$ cat src/core/cbi_pkg.sv
// shared constants for the converter bus interface controller
package cbi_pkg;
  // core clock rate in kHz (100 ns period)
  localparam int CORE_CLK_KHZ = 10000;
  // wanted converter clock in kHz, derived by division of the core clock
  localparam int CONV_CLK_KHZ = 625;
  localparam int CONV_DIV = CORE_CLK_KHZ / CONV_CLK_KHZ;
  localparam int CONV_HALF = CONV_DIV / 2;
  // start strobe lead before the first falling converter clock edge, in ns
  localparam int START_LEAD_NS = 1500;
  localparam int START_LEAD_CYC = (START_LEAD_NS * CORE_CLK_KHZ + 999999) / 1000000;
  // keep-out around a falling converter clock edge for the strobe trailing edge, in ns
  localparam int KEEPOUT_NS = 200;
  localparam int KEEPOUT_CYC = (KEEPOUT_NS * CORE_CLK_KHZ + 999999) / 1000000;
  // conversion completes within this many converter clocks after the strobe ends
  localparam int CONV_CLOCKS = 10;
  // host write data settle time before the dac latch enable falls, in ns
  localparam int DATA_SETTLE_NS = 200;
  localparam int DATA_SETTLE_CYC = (DATA_SETTLE_NS * CORE_CLK_KHZ + 999999) / 1000000;
  // dac latch enable low time, in core clocks
  localparam int DAC_LOW_CYC = 3;
  // default address map
  localparam logic [15:0] ADC_ADDR = 16'hC000;
  localparam logic [15:0] DAC_ADDR = 16'hC001;
  localparam int NUM_ADC = 1;
  localparam int MAX_WIRED_ADC = 5;
endpackage

$ cat src/core/cbi_host_ctrl.sv
// host-side glue between an 8-bit processor bus and bus-compatible adc/dac converters
// Summary of operation
// - adc output enable is high only during a qualified read of the adc address
// - converter controls assert only on their address during a valid bus cycle; here the start strobe is timed from the converter clock, not the bus cycle
// - conversion done may feed the host interrupt directly
// - dac latch enable is a low pulse from write strobe and dac address
// - decoded addresses are gated with the valid-cycle qualifier and phase-two clock
// - one adc address: write starts a conversion, read enables its outputs
// - start strobe leads the next falling converter clock by at least 1.5 us
// - start strobe trailing edge stays 200 ns away from any falling clock edge
// - conversion ends under ten converter clocks after the strobe ends
// - up to five adc done outputs may be wire-anded into one line
// - converter clock near 600 kHz for full accuracy
// - dac latch enable is delayed until write data is stable
// - adc clock may come from the host clock, easing start timing
`timescale 1ns/1ns
module cbi_host_ctrl
  import cbi_pkg::*;
#(
  parameter logic [15:0] ADC_BASE = cbi_pkg::ADC_ADDR,
  parameter logic [15:0] DAC_BASE = cbi_pkg::DAC_ADDR,
  parameter int N_ADC = cbi_pkg::NUM_ADC
) (
  input wire logic core_clk,
  input wire logic rst,
  input wire logic [15:0] host_addr,
  input wire logic host_rd_wr,
  input wire logic valid_memory_cycle,
  input wire logic host_phi2,
  input wire logic [7:0] host_wdata,
  output logic [7:0] host_rdata,
  output logic host_rdata_oe,
  output logic host_ready,
  output logic host_irq_n,
  output logic conv_clk,
  output logic conversion_start_strobe_n,
  output logic adc_oe,
  input wire logic [7:0] adc_data,
  input wire logic conversion_done_flag,
  output logic dac_latch_en_n,
  output logic [7:0] dac_data,
  output logic dac_data_oe,
  output logic conv_busy
);
  import cbi_pkg::*;

  typedef enum {ST_IDLE, ST_ARM, ST_LOW, ST_WAIT_DONE} cbi_start_t;
  typedef enum {DS_IDLE, DS_SETTLE, DS_LOW, DS_REL} cbi_dac_t;

  logic [7:0] phase;
  logic fall_pulse;
  logic adc_sel, dac_sel, qual, adc_rd, adc_wr, dac_wr;
  logic start_ok, end_ok;
  cbi_start_t st_q, st_d;
  cbi_dac_t ds_q, ds_d;
  logic [3:0] fall_cnt_q, fall_cnt_d;
  logic [7:0] dcnt_q, dcnt_d;
  logic [7:0] dac_q, dac_d;
  logic wr_seen_q, wr_seen_d;
  logic done_seen_q, done_seen_d;
  logic adc_wr_q, adc_wr_d, wr_rise;

  // converter clock taken from the core clock so strobe edges can be placed exactly
  cbi_clkdiv #(.DIV(CONV_DIV)) u_div (
    .core_clk(core_clk),
    .rst(rst),
    .conv_clk(conv_clk),
    .phase(phase),
    .fall_pulse(fall_pulse)
  );

  // address decode qualified by valid cycle and phase two
  assign qual = valid_memory_cycle & host_phi2;
  assign adc_sel = (host_addr == ADC_BASE);
  assign dac_sel = (host_addr == DAC_BASE);
  assign adc_rd = qual & adc_sel & host_rd_wr;
  assign adc_wr = qual & adc_sel & ~host_rd_wr;
  assign dac_wr = qual & dac_sel & ~host_rd_wr;

  // adc output buffers enabled only during the qualified read itself
  assign adc_oe = adc_rd;
  assign host_rdata = adc_data;
  assign host_rdata_oe = adc_rd;

  // the strobe falls one core clock after a converter clock fall, so the next fall is
  // one period less a core clock away, which covers the lead time at the default divide
  assign start_ok = (phase == 8'(CONV_HALF));
  // a host write cycle spans many core clocks; only its first clock requests a start
  assign wr_rise = adc_wr & ~adc_wr_q;
  // release at the midpoint of the high half, clear of both falling edges
  assign end_ok = (phase == 8'(KEEPOUT_CYC + 1)) && (fall_cnt_q == 4'h1);

  // start strobe sequencer
  always_comb begin
    st_d = st_q;
    fall_cnt_d = fall_cnt_q;
    wr_seen_d = wr_seen_q;
    done_seen_d = done_seen_q;
    adc_wr_d = adc_wr;
    unique case (st_q)
      ST_IDLE: begin
        // one pending start at a time; writes during a conversion merge into one
        if (wr_seen_q) begin
          st_d = ST_ARM;
          wr_seen_d = 1'b0;
        end
      end
      ST_ARM: begin
        // wait for the only phase that leaves the full lead before the next fall
        if (start_ok) begin
          st_d = ST_LOW;
          fall_cnt_d = 4'h0;
        end
      end
      ST_LOW: begin
        // hold the strobe over one falling edge, then release mid high phase
        if (fall_pulse) begin
          fall_cnt_d = fall_cnt_q + 4'h1;
        end
        if (end_ok) begin
          st_d = ST_WAIT_DONE;
          fall_cnt_d = 4'h0;
          done_seen_d = 1'b0;
        end
      end
      ST_WAIT_DONE: begin
        // done may be shared by several wire-anded adcs, so also time out
        if (fall_pulse) begin
          fall_cnt_d = fall_cnt_q + 4'h1;
        end
        if (!conversion_done_flag) begin
          done_seen_d = 1'b1;
        end
        if ((done_seen_q && conversion_done_flag) || fall_cnt_q == 4'(CONV_CLOCKS)) begin
          st_d = ST_IDLE;
        end
      end
    endcase
    // a fresh write in the cycle of the hand-off must not be lost, so the set wins
    if (wr_rise) begin
      wr_seen_d = 1'b1;
    end
  end

  always_ff @(posedge core_clk or posedge rst) begin
    if (rst) begin
      st_q <= ST_IDLE;
      fall_cnt_q <= 4'h0;
      wr_seen_q <= 1'b0;
      done_seen_q <= 1'b0;
      adc_wr_q <= 1'b0;
    end else begin
      st_q <= st_d;
      fall_cnt_q <= fall_cnt_d;
      wr_seen_q <= wr_seen_d;
      done_seen_q <= done_seen_d;
      adc_wr_q <= adc_wr_d;
    end
  end

  assign conversion_start_strobe_n = (st_q != ST_LOW);
  assign conv_busy = (st_q != ST_IDLE) | wr_seen_q;
  // wire-anded done line passed straight to the host, active low when busy
  assign host_irq_n = conversion_done_flag;

  // dac write: let the data settle, capture it, then pulse the latch enable low
  always_comb begin
    ds_d = ds_q;
    dcnt_d = dcnt_q;
    dac_d = dac_q;
    unique case (ds_q)
      DS_IDLE: begin
        if (dac_wr) begin
          ds_d = DS_SETTLE;
          dcnt_d = 8'(DATA_SETTLE_CYC);
        end
      end
      DS_SETTLE: begin
        // sample data at the end of the settle wait, not at the decode
        dcnt_d = dcnt_q - 8'h01;
        if (dcnt_q == 8'h01) begin
          dac_d = host_wdata;
          ds_d = DS_LOW;
          dcnt_d = 8'(DAC_LOW_CYC);
        end
      end
      DS_LOW: begin
        dcnt_d = dcnt_q - 8'h01;
        if (dcnt_q == 8'h01) begin
          ds_d = DS_REL;
        end
      end
      DS_REL: begin
        // wait for the host cycle to end so one write gives one pulse
        if (!dac_wr) begin
          ds_d = DS_IDLE;
        end
      end
    endcase
  end

  always_ff @(posedge core_clk or posedge rst) begin
    if (rst) begin
      ds_q <= DS_IDLE;
      dcnt_q <= 8'h00;
      dac_q <= 8'h00;
    end else begin
      ds_q <= ds_d;
      dcnt_q <= dcnt_d;
      dac_q <= dac_d;
    end
  end

  // data is held stable through the whole low pulse so the latch closes on it
  assign dac_latch_en_n = (ds_q != DS_LOW);
  assign dac_data = dac_q;
  assign dac_data_oe = (ds_q == DS_LOW);
  assign host_ready = (ds_q == DS_IDLE);
endmodule

$ cat src/core/cbi_clkdiv.sv
// converter clock divider with falling-edge phase indication
`timescale 1ns/1ns
module cbi_clkdiv
  import cbi_pkg::*;
#(
  parameter int DIV = cbi_pkg::CONV_DIV
) (
  input wire logic core_clk,
  input wire logic rst,
  output logic conv_clk,
  output logic [7:0] phase,
  output logic fall_pulse
);
  logic [7:0] cnt_q, cnt_d;
  logic clk_q, clk_d;

  // free-running phase counter; clock is high for the first half
  always_comb begin
    cnt_d = (cnt_q == 8'(DIV - 1)) ? 8'h00 : cnt_q + 8'h01;
    clk_d = (cnt_d < 8'(DIV / 2));
  end

  always_ff @(posedge core_clk or posedge rst) begin
    if (rst) begin
      cnt_q <= 8'h00;
      clk_q <= 1'b1;
    end else begin
      cnt_q <= cnt_d;
      clk_q <= clk_d;
    end
  end

  assign conv_clk = clk_q;
  assign phase = cnt_q;
  // converter clock falls when the counter reaches the half point
  assign fall_pulse = (cnt_q == 8'(DIV / 2));
endmodule

$ cat config.mk
export PLATFORM = sky130hd
export DESIGN_NAME = cbi_host_ctrl
export DESIGN_NICKNAME = d
export VERILOG_FILES = /design/src/core/cbi_pkg.sv /design/src/core/cbi_host_ctrl.sv /design/src/core/cbi_clkdiv.sv
export SDC_FILE = /design/constraint.sdc
export NUM_CORES = 1
export LEC_CHECK = 0
export BUFFER_PORTS_ARGS = -buffer_cell sky130_fd_sc_hd__buf_2
export CAP_MARGIN = 0
export CORE_MARGIN = 2
export CORE_UTILIZATION = 40
export CTS_CLUSTER_DIAMETER = 40
export DETAILED_ROUTE_END_ITERATION = 10
export PLACE_DENSITY_LB_ADDON = 0.12
export SYNTH_ARGS = -nofsm -noshare
export SYNTH_HDL_FRONTEND = slang
export SYNTH_SLANG_ARGS = --single-unit
$ cat constraint.sdc
create_clock -name core_clk -period 2.62 [get_ports core_clk]
set_input_delay 0.524 -clock core_clk [delete_from_list [all_inputs] [get_ports core_clk]]
set_output_delay 0.524 -clock core_clk [all_outputs]
set_load 0.01 [all_outputs]
==> results.ini <==
[run_status]
status = complete, no violations

[worst_setup_path]
cp-end-kind = flop
cp.arrival_ns = 2.50
path_max_fanout = 8
cp-start-kind = flop
critPathKind = flop to flop
reg2reg_depth = 5
crit_required_ns = 2.80

[sta]
slew-limit-headroom_pct = 64.6
finalHoldViolCount = 0
finClkSkew_ns = 0.00484
period_share_pct = 88.6
min_period_ns = 2.32
timing.setup.tns_ns = 0
fmaxAchievable_ghz = 0.431
worst_slew_pin_slew_ns = 0.527
slew_violations = 0
setup-violations-final = 0
rsz0062_at_grt = false

[job]
maxCapViolations = 0

[global_routing]
grt_pass1_wl_mm = 7.25
grt_pass1_vias = 1603
grt_max_degree = 37
globalRouteOverflowTotal = 0
track_usage_pct = 14.8
grt_antenna_before_repair = 0

[clocking]
clock_sinks = 36
insertion_delay_ns = 0.29
cts_tree = yes
post_cts_buffers = 0
htree_num_levels = 2
clk_pin_slew_worst_paths_ns = 0.08
cts_buffer_depth = 2
post_cts.resized_instances = 0
clockRootBuffer = clkbuf_8
cts_hold_repair.buffers = 0
cts_buffers = 5

[logic_synthesis]
netlist_top_cells_count = dfrtp_1 (35), nor2_1 (18), ha_1 (16), inv_1 (15), nand2_1 (13)
synth.area.mux_share_pct = 5.15
syn_avg_cell_area_um2 = 10.2
syn_inst = 214
synth_fp_nets = 268
yosysTopAreaCellShare_pct = 40.0
synth_top_family_by_area = simple AND/OR/NAND/NOR gates
yosysSeqAreaShare_pct = 41.2
async_flop_share_pct = 100
synth_edf_count = 0
synth_top_area_cell = dfrtp_1
ys.flop_type = dfrtp_1
yosys.area_share.simple_pct = 20.9
synthAdderAreaFrac_pct = 9.15
synth_compound_area_share_pct = 12.8
synthXorXnorAreaFrac_pct = 4.00
ys_warn_count = 0
synth_area_um2 = 2190
ys_ff_latch = 36
synth_cell_types = 53
yosysMostFrequentCell = dfrtp_1
synth_area_leaders = dfrtp_1 (40%), ha_1 (9.1%), mux2_2 (4.6%), a22o_1 (4.0%), buf_4 (3.4%)

[die]
initial_core_util_pct = 42.0
die_w_um = 78.0
ios = 63
core_area_um2 = 5200
num_rows = 26
dieHeight_um = 78.0
die_area_um2 = 6080

[finish]
finalNonFillerCells = 329
areaGrowthSynthToFinish_pct = 15.6
drive_gt1_share_pct = 29.7
diodes = 0
fillers = 532
final_nets = 312
final_core_util_pct = 48.6
register_area_um2 = 902
multi_input_comb_area_um2 = 1140

[power]
powerDensity_nw_per_um2 = 543
ir_drop_mv = 0.281
total_power_mw = 1.37
power_leakage_nw = 1.22

[route]
num_vias = 1640
wire_per_inst_um = 12.8
wirelength_mm = 4.21
route.detailed.drc = 0
drtAntennaViolNets = 0
first_iter_violations = 48
vias_per_cell = 4.98
dr.pass1.iters = 4

[placement]
place_congestion = 0.770
dp.cells = 321
numPortBuffers = 46
hpwl_mm = 3.15

[worst_hold_path]
hold_class = input pin to asynchronous set/reset pin

-- cell families (layout without fill, tap and decap cells) --
kind of cell | after synthesis | count (layout)
compound gates | 37 | 37
xor+xnor | 10 | 10
fa+ha+maj | 16 | 16
buf+inv | 28 | 73
flops | 36 | 36
mux | 10 | 10
simple gates | 77 | 77
-- registers in the layout, indices dropped and copies added, names as in the netlist, 2 cells and up --
signal       count
st_q             2
dac_data         8
ds_q             2
fall_cnt_q       4
dcnt_q           8
u_div.phase      8
-- worst paths after layout --
kind / start / end / slack [ns]
worst max-delay path: u_div.phase[4] / st_q[1] / 0.30
min in group core_clk: host_rd_wr / adc_wr_q / 0.42
max in group asynchronous: rst / u_div.conv_clk / 1.94
worst max register to register: u_div.phase[4] / st_q[1] / 0.30
worst min register to register: u_div.phase[0] / u_div.phase[0] / 0.48
worst min-delay path: rst / u_div.phase[5] / 0.32
-- area by class of cell --
class	count	share of cell area, %
multi-input cells	150	44.9
flip-flops and latches	36	35.7
clock inverters	3	0.742
clock buffers	5	2.72
inverters	15	2.23
well taps	70	3.46
repair buffers	50	10.3
-- report_power, final --
part / leakage [nW] / internal (mW) / switching [mW]
sequential: 0.471 / 0.592 / 0.0307
clock: 0.0479 / 0.185 / 0.208
combinational: 0.698 / 0.174 / 0.185
-- routing by layer --
layer  up-vias  wire, um  GRT usage [%]
li1        840         -              -
met1       771      2050           18.9
met2        19      2000           24.4
met3        10       126           4.88
met4         0        38           3.68
met5         -         0              0
-- cells in the final DEF (no fill, tap or decap), types with 2 or more instances in the layout --
cell      Yosys  final
buf_2         0     46
dfrtp_1      35     35
nor2_1       18     18
ha_1         16     16
inv_1        15     15
nand2_1      13     13
a22o_1       10     10
mux2_2        9      9
nor3_1        6      6
nand3_1       6      6
and3_1        5      5
xor2_1        5      5
xnor2_1       5      5
clkbuf_8      0      5
nor4_1        4      4
buf_4        10      4
o21a_1        3      3
nand2b_1      3      3
a21oi_1       3      3
o21ai_0       3      3
a211oi_1      3      3
nor2b_1       2      2
or4bb_1       2      2
or4_4         2      2
o211ai_1      2      2
nor4b_1       2      2
a31oi_1       2      2
and2_1        2      2
or3_1         2      2
clkinv_2      0      2
-- critical path, cell delays in order (launching register included) --
cell,delay (ns)
dfrtp_1,0.46
or4_4,0.60
or4_4,0.50
and2_4,0.19
nor2_2,0.12
mux2_1,0.33
-- metrics by stage --
step | area, um2 | hold slack (ns) | setup slack, ns
detailed placement | 2440 | 0.480 | 0.144
global placement | 2440 | 0.470 | 0.191
floorplan | 2190 | 0.447 | 0.366
global route | 2530 | 0.363 | 0.204
finish | 2530 | 0.322 | 0.298
CTS | 2530 | 0.343 | 0.279
Note: power is estimated with default switching activity, not from simulation.
